===== src/rtl/comp2_consts.svh =====
// Offsets, field positions, masks and codes for the comparator 2 block.
// Assumes a plain register port with byte offsets and 32-bit data.
// Notes on behaviour
// - Bit 19 mirrors comparator output, read-only
// - Mirror reads 1 when plus above minus
// - Blanking source: none, timer A, timer B
// - Bits 15:14 drive hysteresis level
// - Bit 13 inverts comparator output
// - Bits 12:9 route output to timer input
// - Plus select 0xxx floating, 1xxx sources
// - Plus code 1000 picks shared/DAC/alternate
// - Bits 3:1 select minus input source
// - Bit 0 switches comparator on
// - Filter window is field plus one
// - Toggle when opposite samples reach threshold
// - All four registers reset to zero
// - Sample tick every prescale plus one
// - Interrupt flag bit 1, write zero clears
`ifndef COMP2_CONSTS_SVH
`define COMP2_CONSTS_SVH
`define OFS_CTRL    8'h20
`define OFS_FILC    8'h24
`define OFS_FILP    8'h28
`define OFS_ISTS    8'h38
`define RST_WORD    32'h0000_0000
`define CTRL_WMASK  32'h0007_FFEF
`define FILC_WMASK  32'h0000_07FF
`define FILP_WMASK  32'h0000_FFFF
`define B_OUT       19
`define B_BLK_HI    18
`define B_BLK_LO    16
`define B_HYS_HI    15
`define B_HYS_LO    14
`define B_POL       13
`define B_RT_HI     12
`define B_RT_LO     9
`define B_INP_HI    8
`define B_INP_LO    5
`define B_INM_HI    3
`define B_INM_LO    1
`define B_EN        0
`define B_WIN_HI    10
`define B_WIN_LO    6
`define B_THR_HI    5
`define B_THR_LO    1
`define B_FEN       0
`define B_PSC_HI    15
`define B_PSC_LO    0
`define B_IRQ       1
`define BLK_TA      3'h1
`define BLK_TB      3'h2
`define RT_NONE     4'h0
`define RT_BREAK_A  4'h1
`define RT_BREAK_B  4'hD
`define RT_BOTH     4'hE
`define RT_ETR      4'hF
`define INP_SHARED  4'h8
`define NP_DAC      2'h0
`define NP_SHARED   2'h1
`define NP_ALT      2'h2
`define WIN_BITS    32
`endif


===== src/rtl/comp2_pkg.sv =====
// State types for the comparator 2 conditioning block.
// Assumes the constants header is included where fields are decoded.
package comp2_pkg;
    typedef struct packed {
        logic [31:0] ctrl;
        logic [31:0] filc;
        logic [15:0] filp;
        logic        irq;
        logic        sync1;
        logic        sync2;
        logic        cond;
        logic [15:0] tin;
        logic [31:0] rdata;
        logic [1:0]  npath;
    } top_state_t;
    typedef struct packed {
        logic [31:0] hist;
        logic        out;
    } filt_state_t;
    typedef struct packed {
        logic [15:0] cnt;
        logic        tick;
    } psc_state_t;
endpackage : comp2_pkg


===== src/rtl/comp2_filt_if.sv =====
// Signals shared by the control block, the prescaler and the vote filter.
// Assumes all three run on the same clock.
`timescale 1ns/100ps
`default_nettype none
interface comp2_filt_if;
    logic        tick;
    logic        sample;
    logic        en;
    logic [4:0]  win;
    logic [4:0]  thr;
    logic [15:0] psc;
    logic        filtered;
    modport ctrl (output sample, en, win, thr, psc, input tick, filtered);
    modport pre  (input psc, output tick);
    modport filt (input tick, sample, en, win, thr, output filtered);
endinterface : comp2_filt_if
`default_nettype wire


===== src/rtl/comp2_prescaler.sv =====
// Sample tick generator for the output filter.
// Assumes the prescale value is stable or changes rarely.
`timescale 1ns/100ps
`default_nettype none
`include "comp2_consts.svh"
module comp2_prescaler
    import comp2_pkg::*;
(
    input  wire logic       i_clk,
    input  wire logic       i_rst_n,
    comp2_filt_if.pre       fif
);
    psc_state_t state_r;
    psc_state_t state_nxt;

    // Wrap at prescale; >= guards a value lowered mid-count
    always_comb begin
        state_nxt = state_r;
        if (state_r.cnt >= fif.psc) begin
            state_nxt.cnt  = 16'h0000;
            state_nxt.tick = 1'b1;
        end else begin
            state_nxt.cnt  = state_r.cnt + 16'h0001;
            state_nxt.tick = 1'b0;
        end
    end

    always_ff @(posedge i_clk or negedge i_rst_n) begin
        if (!i_rst_n) state_r <= '0;
        else          state_r <= state_nxt;
    end

    assign fif.tick = state_r.tick;
endmodule : comp2_prescaler
`default_nettype wire


===== src/rtl/comp2_vote_filter.sv =====
// Majority style vote filter over a sliding sample window.
// Assumes threshold is programmed above half the window.
`timescale 1ns/100ps
`default_nettype none
`include "comp2_consts.svh"
module comp2_vote_filter
    import comp2_pkg::*;
(
    input  wire logic       i_clk,
    input  wire logic       i_rst_n,
    comp2_filt_if.filt      fif
);
    filt_state_t           state_r;
    filt_state_t           state_nxt;
    logic [31:0]           shifted;
    logic [`WIN_BITS-1:0]  in_win;
    logic [5:0]            ones;
    logic [5:0]            opp;

    assign shifted = {state_r.hist[30:0], fif.sample};

    // Keep only samples inside the programmed window
    genvar gi;
    generate
        for (gi = 0; gi < `WIN_BITS; gi++) begin : g_win
            assign in_win[gi] = shifted[gi] & (gi <= int'(fif.win));
        end
    endgenerate

    // Count opposite-state samples in the new window
    always_comb begin
        ones = 6'h00;
        for (int k = 0; k < `WIN_BITS; k++) ones = ones + {5'h00, in_win[k]};
        opp = state_r.out ? ({1'b0, fif.win} + 6'h01 - ones) : ones;
    end

    // Toggle only on a tick with enough votes; bypass when off
    always_comb begin
        state_nxt = state_r;
        if (fif.tick) state_nxt.hist = shifted;
        if (!fif.en) begin
            state_nxt.out = fif.sample;
        end else if (fif.tick && (opp >= {1'b0, fif.thr})) begin
            state_nxt.out = ~state_r.out;
        end
    end

    always_ff @(posedge i_clk or negedge i_rst_n) begin
        if (!i_rst_n) state_r <= '0;
        else          state_r <= state_nxt;
    end

    assign fif.filtered = state_r.out;
endmodule : comp2_vote_filter
`default_nettype wire


===== src/rtl/comp2_conditioning.sv =====
// Register file and output conditioning for comparator 2.
// Assumes a raw comparator level asynchronous to i_clk and
// timer blanking levels synchronous to i_clk.
`timescale 1ns/100ps
`default_nettype none
`include "comp2_consts.svh"
module comp2_conditioning
    import comp2_pkg::*;
(
    input  wire logic        i_clk,
    input  wire logic        i_rst_n,
    input  wire logic [7:0]  i_addr,
    input  wire logic [31:0] i_wdata,
    input  wire logic        i_wr,
    input  wire logic        i_rd,
    output logic      [31:0] o_rdata,
    input  wire logic        i_cmp_raw,
    input  wire logic        i_window_mode,
    input  wire logic        i_comparator1_dac_input_flag,
    input  wire logic        i_blank_timer_a_oc5,
    input  wire logic        i_blank_timer_b_oc5,
    output logic             o_enable,
    output logic      [1:0]  o_hysteresis_level,
    output logic      [3:0]  o_noninverting_source_select,
    output logic      [1:0]  o_noninverting_path,
    output logic      [2:0]  o_inverting_source_select,
    output logic      [15:0] o_timer_in,
    output logic             o_comparator2_irq_flag
);
    top_state_t   state_r;
    top_state_t   state_nxt;
    comp2_filt_if fif ();

    ////////////////////////////////////////////////////////////////
    // Field views of the stored registers

    logic       en;
    logic       output_invert;
    logic [2:0] blk;
    logic [3:0] route;
    logic [3:0] inp;
    logic       blank;
    logic       cond;
    logic       rise;
    logic [15:0] route_hit;
    logic [1:0] npath;

    assign en    = state_r.ctrl[`B_EN];
    assign output_invert   = state_r.ctrl[`B_POL];
    assign blk   = state_r.ctrl[`B_BLK_HI:`B_BLK_LO];
    assign route = state_r.ctrl[`B_RT_HI:`B_RT_LO];
    assign inp   = state_r.ctrl[`B_INP_HI:`B_INP_LO];

    ////////////////////////////////////////////////////////////////
    // Filter and prescaler hookup

    // Polarity applied before the filter so votes see the final sense
    assign fif.sample = state_r.sync2 ^ output_invert;
    assign fif.en     = state_r.filc[`B_FEN];
    assign fif.win    = state_r.filc[`B_WIN_HI:`B_WIN_LO];
    assign fif.thr    = state_r.filc[`B_THR_HI:`B_THR_LO];
    assign fif.psc    = state_r.filp[`B_PSC_HI:`B_PSC_LO];

    comp2_prescaler u_prescaler (
        .i_clk   (i_clk),
        .i_rst_n (i_rst_n),
        .fif     (fif.pre)
    );

    comp2_vote_filter u_filter (
        .i_clk   (i_clk),
        .i_rst_n (i_rst_n),
        .fif     (fif.filt)
    );

    ////////////////////////////////////////////////////////////////
    // Blanking and enable gating

    // Reserved blanking codes act as no blanking
    always_comb begin
        unique case (blk)
            `BLK_TA: blank = i_blank_timer_a_oc5;
            `BLK_TB: blank = i_blank_timer_b_oc5;
            default: blank = 1'b0;
        endcase
    end

    // Blanking wins over the filtered level
    assign cond = en & fif.filtered & ~blank;
    assign rise = cond & ~state_r.cond;

    ////////////////////////////////////////////////////////////////
    // Timer input routing, one output bit per route code

    // Code 0 is reserved, code 14 feeds both break inputs
    genvar gk;
    generate
        for (gk = 0; gk < 16; gk++) begin : g_route
            localparam logic [3:0] CODE = 4'(gk);
            if (CODE == `RT_NONE || CODE == `RT_BOTH) begin : g_off
                assign route_hit[gk] = 1'b0;
            end else if (CODE == `RT_BREAK_A || CODE == `RT_BREAK_B) begin : g_brk
                assign route_hit[gk] = (route == CODE) || (route == `RT_BOTH);
            end else begin : g_one
                assign route_hit[gk] = (route == CODE);
            end
        end
    endgenerate

    ////////////////////////////////////////////////////////////////
    // Non-inverting source path for the shared select code

    // Alternate pin only in window mode with the DAC flag of comparator 1
    always_comb begin
        if (inp != `INP_SHARED) begin
            npath = `NP_DAC;
        end else if (i_window_mode && i_comparator1_dac_input_flag) begin
            npath = `NP_ALT;
        end else if (i_window_mode) begin
            npath = `NP_SHARED;
        end else begin
            npath = `NP_DAC;
        end
    end

    ////////////////////////////////////////////////////////////////
    // Next state: registers, synchroniser, outputs

    always_comb begin
        state_nxt       = state_r;
        // Two-stage synchroniser on the raw analog level
        state_nxt.sync1 = i_cmp_raw;
        state_nxt.sync2 = state_r.sync1;
        state_nxt.cond  = cond;
        state_nxt.npath = npath;
        // Forward to the routed timer input only while conditioned high
        state_nxt.tin   = cond ? route_hit : 16'h0000;
        // Writes keep reserved and read-only bits at zero
        if (i_wr) begin
            unique case (i_addr)
                `OFS_CTRL: state_nxt.ctrl = i_wdata & `CTRL_WMASK;
                `OFS_FILC: state_nxt.filc = i_wdata & `FILC_WMASK;
                `OFS_FILP: state_nxt.filp = i_wdata[`B_PSC_HI:`B_PSC_LO];
                `OFS_ISTS: if (!i_wdata[`B_IRQ]) state_nxt.irq = 1'b0;
                default: ;
            endcase
        end
        // A new edge beats a clear in the same cycle
        if (rise) state_nxt.irq = 1'b1;
        // Read data stands only in the cycle after the strobe
        state_nxt.rdata = `RST_WORD;
        if (i_rd) begin
            unique case (i_addr)
                `OFS_CTRL: begin
                    state_nxt.rdata         = state_r.ctrl;
                    state_nxt.rdata[`B_OUT] = state_r.sync2;
                end
                `OFS_FILC: state_nxt.rdata = state_r.filc;
                `OFS_FILP: state_nxt.rdata = {16'h0000, state_r.filp};
                `OFS_ISTS: state_nxt.rdata[`B_IRQ] = state_r.irq;
                default:   state_nxt.rdata = `RST_WORD;
            endcase
        end
    end

    // Everything resets to zero: off, unfiltered, unblanked, unrouted
    always_ff @(posedge i_clk or negedge i_rst_n) begin
        if (!i_rst_n) begin
            state_r <= '0;
        end else begin
            state_r <= state_nxt;
        end
    end

    ////////////////////////////////////////////////////////////////
    // Outputs straight from flops

    assign o_rdata                      = state_r.rdata;
    assign o_enable                     = state_r.ctrl[`B_EN];
    assign o_hysteresis_level           = state_r.ctrl[`B_HYS_HI:`B_HYS_LO];
    assign o_noninverting_source_select = state_r.ctrl[`B_INP_HI:`B_INP_LO];
    assign o_noninverting_path          = state_r.npath;
    assign o_inverting_source_select    = state_r.ctrl[`B_INM_HI:`B_INM_LO];
    assign o_timer_in                   = state_r.tin;
    assign o_comparator2_irq_flag       = state_r.irq;
endmodule : comp2_conditioning
`default_nettype wire


===== config.mk =====
export PLATFORM = sky130hd
export DESIGN_NAME = comp2_conditioning
export DESIGN_NICKNAME = d
export VERILOG_FILES = /design/src/rtl/comp2_pkg.sv /design/src/rtl/comp2_filt_if.sv /design/src/rtl/comp2_prescaler.sv /design/src/rtl/comp2_vote_filter.sv /design/src/rtl/comp2_conditioning.sv
export VERILOG_INCLUDE_DIRS = /design/src /design/src/rtl
export SDC_FILE = /design/constraint.sdc
export NUM_CORES = 1
export LEC_CHECK = 0
export ABC_AREA = 1
export BUFFER_PORTS_ARGS = -buffer_cell sky130_fd_sc_hd__buf_2
export CAP_MARGIN = 25
export CORE_MARGIN = 8
export CORE_UTILIZATION = 60
export DETAILED_ROUTE_END_ITERATION = 16
export PLACE_DENSITY = 0.89
export SLEW_MARGIN = 0
export SYNTH_ARGS = -nofsm -noshare
export SYNTH_HDL_FRONTEND = slang
export SYNTH_HIERARCHICAL = 1
export SYNTH_SLANG_ARGS = --single-unit

===== constraint.sdc =====
create_clock -name i_clk -period 22 [get_ports i_clk]
set_input_delay 4.4 -clock i_clk [delete_from_list [all_inputs] [get_ports i_clk]]
set_output_delay 4.4 -clock i_clk [all_outputs]
set_load 0.005 [all_outputs]

# Yosys cells after proc, flatten, opt, wreduce, memory -nomap -nowiden
# Index checks and enable logic that the tools add are counted.
[word_totals]
mem_count = 0
latchBits = 0
rom_bits = 0
ramBits = 0
output_inout_bits = 61
regBits = 148
word_cells = 170
input_bits = 49
[classes]
bitwise_logic = 38
n_eq_ne = 24
n_reduce_logical = 10
div_mod_pow = 0
mux = 17
order_cmp = 33
n_addsub = 34
mul = 0
shift = 0
[ops]
columns = ["operator", "count"]
rows = [
  ["6-bit by 1-bit adder with 6-bit output", 30],
  ["5-bit less-or-equal comparator (first input constant)", 16],
  ["18-bit one-hot mux with 3 select lines", 1],
  ["4-bit by 5-bit less-or-equal comparator with 1-bit output (first input constant)", 8],
  ["1-bit AND", 34],
  ["4-bit equality test (second input constant)", 8],
  ["8-bit by 6-bit equality test with 1-bit output (second input constant)", 4],
  ["3-bit by 5-bit less-or-equal comparator with 1-bit output (first input constant)", 4],
  ["20-bit 2-to-1 mux", 1],
  ["17-bit 2-to-1 mux", 1],
  ["16-bit by 1-bit adder with 16-bit output (second input constant)", 1],
  ["4-bit by 3-bit equality test with 1-bit output (second input constant)", 4],
  ["16-bit >= comparator", 1],
  ["16-bit 2-to-1 mux", 1],
  ["2-bit by 5-bit less-or-equal comparator with 1-bit output (first input constant)", 2],
  ["4-bit by 2-bit equality test with 1-bit output (second input constant)", 2],
  ["1-bit 2-to-1 mux", 7],
  ["5-bit by 1-bit adder with 6-bit output (second input constant)", 1],
  ["6-bit by 5-bit >= comparator with 1-bit output", 1],
  ["6-bit 2-to-1 mux", 1],
  ["2-bit AND reduction", 3],
  ["6-bit subtractor", 1],
  ["1-bit by 5-bit less-or-equal comparator with 1-bit output (first input constant)", 1],
  ["4-bit by 1-bit equality test with 1-bit output (second input constant)", 1],
  ["other kinds (15)", 22],
]

# Depth between registers and ports, before layout
[depth]
ltp_word = 39
depth_mapped = 37
depth_no_buf = 36

# By module
# Netlist, hierarchy kept.
[modules_own_cells]
columns = ["mod", "cells_per_inst", "instances", "area_per_inst_um2", "seq_area_each_um2"]
rows = [
  ["comp2_conditioning", 448, 1, 3988.8, 2127.0],
  ["comp2_vote_filter", 334, 1, 2740.1, 800.8],
  ["comp2_prescaler", 167, 1, 1283.7, 425.4],
]

# Worst setup path before layout
# Ideal clock, no wire load.
[synth_path]
path_kind = "reg-to-reg"
start = "register state_r, in the netlist fif.win[4]"
end = "register u_filter.state_r, in the netlist u_filter/fif.filtered"
period_less_slack_ns = 7.058
path_buffers = 1
setup_time_ns = 0.117
t_required_ns = 21.883
path_stages_with_launch = 37
arrival_time_ns = 6.941
slack_ns = 14.942
cell_sequence = "dfrtp_1 > clkbuf_1 > nor2_2 > nand2_1 > o21ai_0 > inv_1 > fa_1 > inv_1 > fa_1 > fa_1 > fa_1 > fa_1 > fa_1 > inv_1 > ha_1 > inv_1 > fa_1 > inv_1 > ha_1 > inv_1 > ha_1 > inv_1 > fa_1 > inv_1 > or2_2 > nand3_1 > o21ai_1 > ha_1 > a21o_1 > a21oi_1 > nand2_1 > clkinv_1 > nand3_1 > nand2_1 > nand2_1 > nand2_1 > nand2_1"
[synth_between]
elab_chain_len = 38
word_cells_on_any_way = 99
cone_classes = "add/sub: 33; order compare: 32; eq/ne: 1; mux: 1; bitwise: 31; reduce/logical: 1"
[synth_rtl]
columns = ["item", "line", "source"]
rows = [
  ["start, declared", "comp2_conditioning.sv:30", "top_state_t state_r;"],
  ["start signal, assigned", "comp2_conditioning.sv:171", "state_r <= state_nxt;"],
  ["1-bit by 5-bit less-or-equal comparator with 1-bit output", "comp2_vote_filter.sv:26", "assign in_win[gi] = shifted[gi] & (gi <= int'(fif.win));"],
  ["1-bit AND", "comp2_vote_filter.sv:26", ""],
  ["1-bit by 1-bit adder with 2-bit output", "comp2_vote_filter.sv:33", "for (int k = 0; k < `WIN_BITS; k++) ones = ones + {5'h00, in_win[k]};"],
  ["6-bit by 1-bit adder with 6-bit output (30 in a row)", "comp2_vote_filter.sv:33", ""],
  ["6-bit subtractor", "comp2_vote_filter.sv:34", "opp = state_r.out ? ({1'b0, fif.win} + 6'h01 - ones) : ones;"],
  ["6-bit 2-to-1 mux (*)", "comp2_vote_filter.sv:34", ""],
  ["6-bit by 5-bit >= comparator with 1-bit output (*)", "comp2_vote_filter.sv:43", "end else if (fif.tick && (opp >= {1'b0, fif.thr})) begin"],
  ["1-bit logical AND (*)", "comp2_vote_filter.sv:43", ""],
  ["2-bit by 1-bit != test with 1-bit output (no line) (*)", "n/a", ""],
  ["end signal, assigned", "comp2_vote_filter.sv:50", "else state_r <= state_nxt;"],
  ["end, declared", "comp2_vote_filter.sv:13", "filt_state_t state_r;"],
]
# Every way passes the cells marked *; elsewhere a longest branch is shown, timed or not.
# A chain may end at the register's enable or synchronous reset.

# Worst setup path in the final report
# Same ends and word-level chain as after synthesis.

==> key figures <==
Status
  • Outcome: finished clean

Finish
  • Multi-input logic area: 3520 µm²
  • Ant diodes: 0
  • Area grow syn2layout: 8.31%
  • Layout cells sized above 1: 16.2%
  • Fin area: 8680 µm²
  • Sequential Area: 3350 µm²
  • Finished Core Util: 66.1%
  • Fill cell count: 934
  • Nets: 1,089

STA
  • Final Skew: 0.00793 ns
  • Slew Viols, Final: 0
  • Setup TNS after final layout: 0 ns
  • Fin crit period: 8.12 ns
  • Final hold violations: 0
  • Final period utilization: 36.9%
  • WHS: 0.347 ns
  • RSZ-0062 raised after global routing: no
  • Max Clk Rate: 0.123 GHz
  • Worst-margin pin slew: 0.911 ns
  • Rel. slew slack: 39.3%
  • Final Setup Violations: 0

Pwr
  • Sequential share of power: 39.7%
  • Power Density: 92.4 nW/µm²
  • Static Leak: 4.55 nW
  • Switching power: 0.000271 W
  • Switching share of power: 33.8%
  • Clock power share: 35.0%
  • Comb pwr share: 25.3%
  • Total Power: 0.000802 W
  • Int Pwr: 0.000530 W
  • Peak VDD IR: 0.0808 mV

Routing
  • DRC violations left: 0
  • Vias per Instance: 5.58
  • Average routed wire per standard cell: 16.0 µm
  • Vias: 6,505
  • Final WL: 18,700 µm
  • First DRT Iteration DRCs: 928
  • Drt pass-1 iters: 6
  • Final ANT Viol Nets: 0

Setup path
  • CP Buf/Inv Count: 10
  • CP arrival: 8.43 ns
  • Critical path type: flip-flop to flip-flop
  • Slowest-stage cell, CP: dfrtp_1
  • CP most frequent cell: inv_1
  • Crit end category: flip-flop
  • Crit-path max cell delay: 0.78 ns
  • Crit path max-delay family: adder cells
  • Setup crit start kind: flip-flop
  • CP max FO: 14
  • Req. time, crit path: 22.30 ns

Floorplanning
  • Total die area: 17,300 µm²
  • Die height: 132 µm
  • Core box area: 13,100 µm²
  • Die width: 132 µm
  • I/O pins: 110
  • Initial core utilization: 61.0%
  • # rows: 42

Synthesis
  • Synthesis warning total: 6
  • Synthesized cell area: 8010 µm²
  • Seq cells post-synth: 134
  • Post-synth EDFFs: 0
  • Unique masters post-synth: 45
  • Asr flop ratio synth: 100%
  • Post-synthesis cell count: 949
  • Share of the synthesized area in the top cell type: 41.8%
  • Top cells by count, synth: nand2_1, inv_1, dfrtp_1
  • Mapped Avg Cell Area: 8.44 µm²
  • Most numerous cell in the Yosys netlist: nand2_1
  • Post-synth top area cell: dfrtp_1
  • Top cells by area, synth: dfrtp_1, nand2_1, inv_1
  • Seq/Total Area, Yosys: 41.8%
  • Synth Flop Type: dfrtp_1

CTS
  • Clock-pin transition on the worst setup and hold timing paths: 0.06 ns
  • CTS Buf Count: 17
  • Worst-Skew Late Latency: 0.41 ns
  • Clock Sinks: 134
  • H-tree depth: 4
  • Hold buffer count at CTS: 0
  • Root Driver: clkbuf_16
  • Post-CTS setup buffers: 0
  • Resized Gates After CTS: 0
  • TritonCTS clock tree: yes
  • Clock buffer depth: 2

Global route
  • Initial antenna violation count: 0
  • Gr ovfl total: 0
  • GRT Util Overall: 21.6%
  • Vias in the first global route: 6,456
  • First-pass GRT wire length: 30,900 µm
  • Largest net degree at the start of global routing: 77

Placed design
  • Port bufs: 82
  • Placed Area: 8090 µm²
  • DPL Wire Length: 12,600 µm
  • GP Congestion: 0.873

Min path
  • Worst hold path type: flip-flop to flip-flop

Run
  • Maxcap violations: 0
[routing by layer]
layer / track usage (%) / part of all wire [%] / up-vias
met1: 25.2 / 39 / 3093
met3: 5.87 / 8.8 / 63
met2: 36.0 / 48 / 387
met5: 0 / 0 / -
li1: - / - / 2962
met4: 10.8 / 3.6 / 0
[worst paths after layout]
check	endpoint	cells past startpoint	slack (ns)	startpoint
max	u_filter/fif.filtered	35	13.88	fif.win[4]
min	state_r[51]	0	0.35	state_nxt[51]
max reg2reg	u_filter/fif.filtered	35	13.88	fif.win[4]
min reg2reg	state_r[51]	0	0.35	state_nxt[51]
max in group asynchronous	o_rdata[0]	2	16.75	i_rst_n
min in group asynchronous	u_prescaler/state_r[8]	1	3.95	i_rst_n
[stage by stage]
| step | instances | worst slack (ns) |
|---|---|---|
| floorplan | 962 | 14.94 |
| CTS | 1165 | 14.00 |
| global placement | 1134 | 14.33 |
| finish | 1165 | 13.88 |
| detailed placement | 1134 | 14.12 |
| global route | 1165 | 13.49 |
[kinds of logic after synthesis]
family | after synthesis | share of synthesized area [%]
AND/OR/NAND/NOR | 377 | 20.3
buffers and inverters | 238 | 14.8
flip-flops | 134 | 41.8
AO/OA/AOI/OAI | 117 | 8.65
adder cells (fa/ha/maj) | 63 | 12.2
XOR/XNOR | 16 | 1.75
multiplexers | 3 | 0.406
other | 1 | 0.0468
[power groups by stage]
stage	Sequential [W]	Combinational, W	Clock [W]
global route	0.000321	0.000233	0.000294
global placement	0.000318	0.000181	0
detailed placement	0.000320	0.000194	0
CTS	0.000317	0.000201	0.000282
finish	0.000318	0.000203	0.000280
floorplan	0.000309	0.000159	0
[final cells by class]
type / instances / area share [%]
Inverter: 150 / 6.50
Sequential cell: 134 / 38.6
Clock buffer: 18 / 5.06
Multi-Input combinational cell: 590 / 40.6
Timing Repair Buffer: 84 / 4.97
Clock inverter: 13 / 1.67
Tap cell: 176 / 2.54
[state kept, by name, indices dropped and copies added (netlist names), 2 cells and up]
| register | count |
|---|---|
| o_inverting_source_select | 3 |
| fif.thr | 5 |
| fif.psc | 16 |
| route | 4 |
| state_r | 2 |
| o_noninverting_path | 2 |
| fif.win | 5 |
| u_filter/shifted | 31 |
| u_prescaler/state_r | 16 |
| o_noninverting_source_select | 4 |
| o_hysteresis_level | 2 |
| o_rdata | 20 |
| o_timer_in | 14 |
| blk | 3 |
[layout by cell type, fill, tap and decap left out, types with 3 or more instances in the layout]
master,instances
a211oi_1,3
a21oi_1,30
buf_2,81
clkbuf_16,17
clkinv_2,4
conb_1,14
dfrtp_1,134
fa_1,25
ha_1,38
inv_1,144
inv_2,4
inv_6,3
nand2_1,196
nand2_2,5
nand3_1,67
nand3_2,4
nand4_1,7
nor2_1,77
nor2_2,3
nor2_4,5
nor3_1,7
o211ai_1,4
o21ai_0,27
o21ai_1,28
o21ai_2,16
xor2_1,14
(Power assumes the default switching activity.)
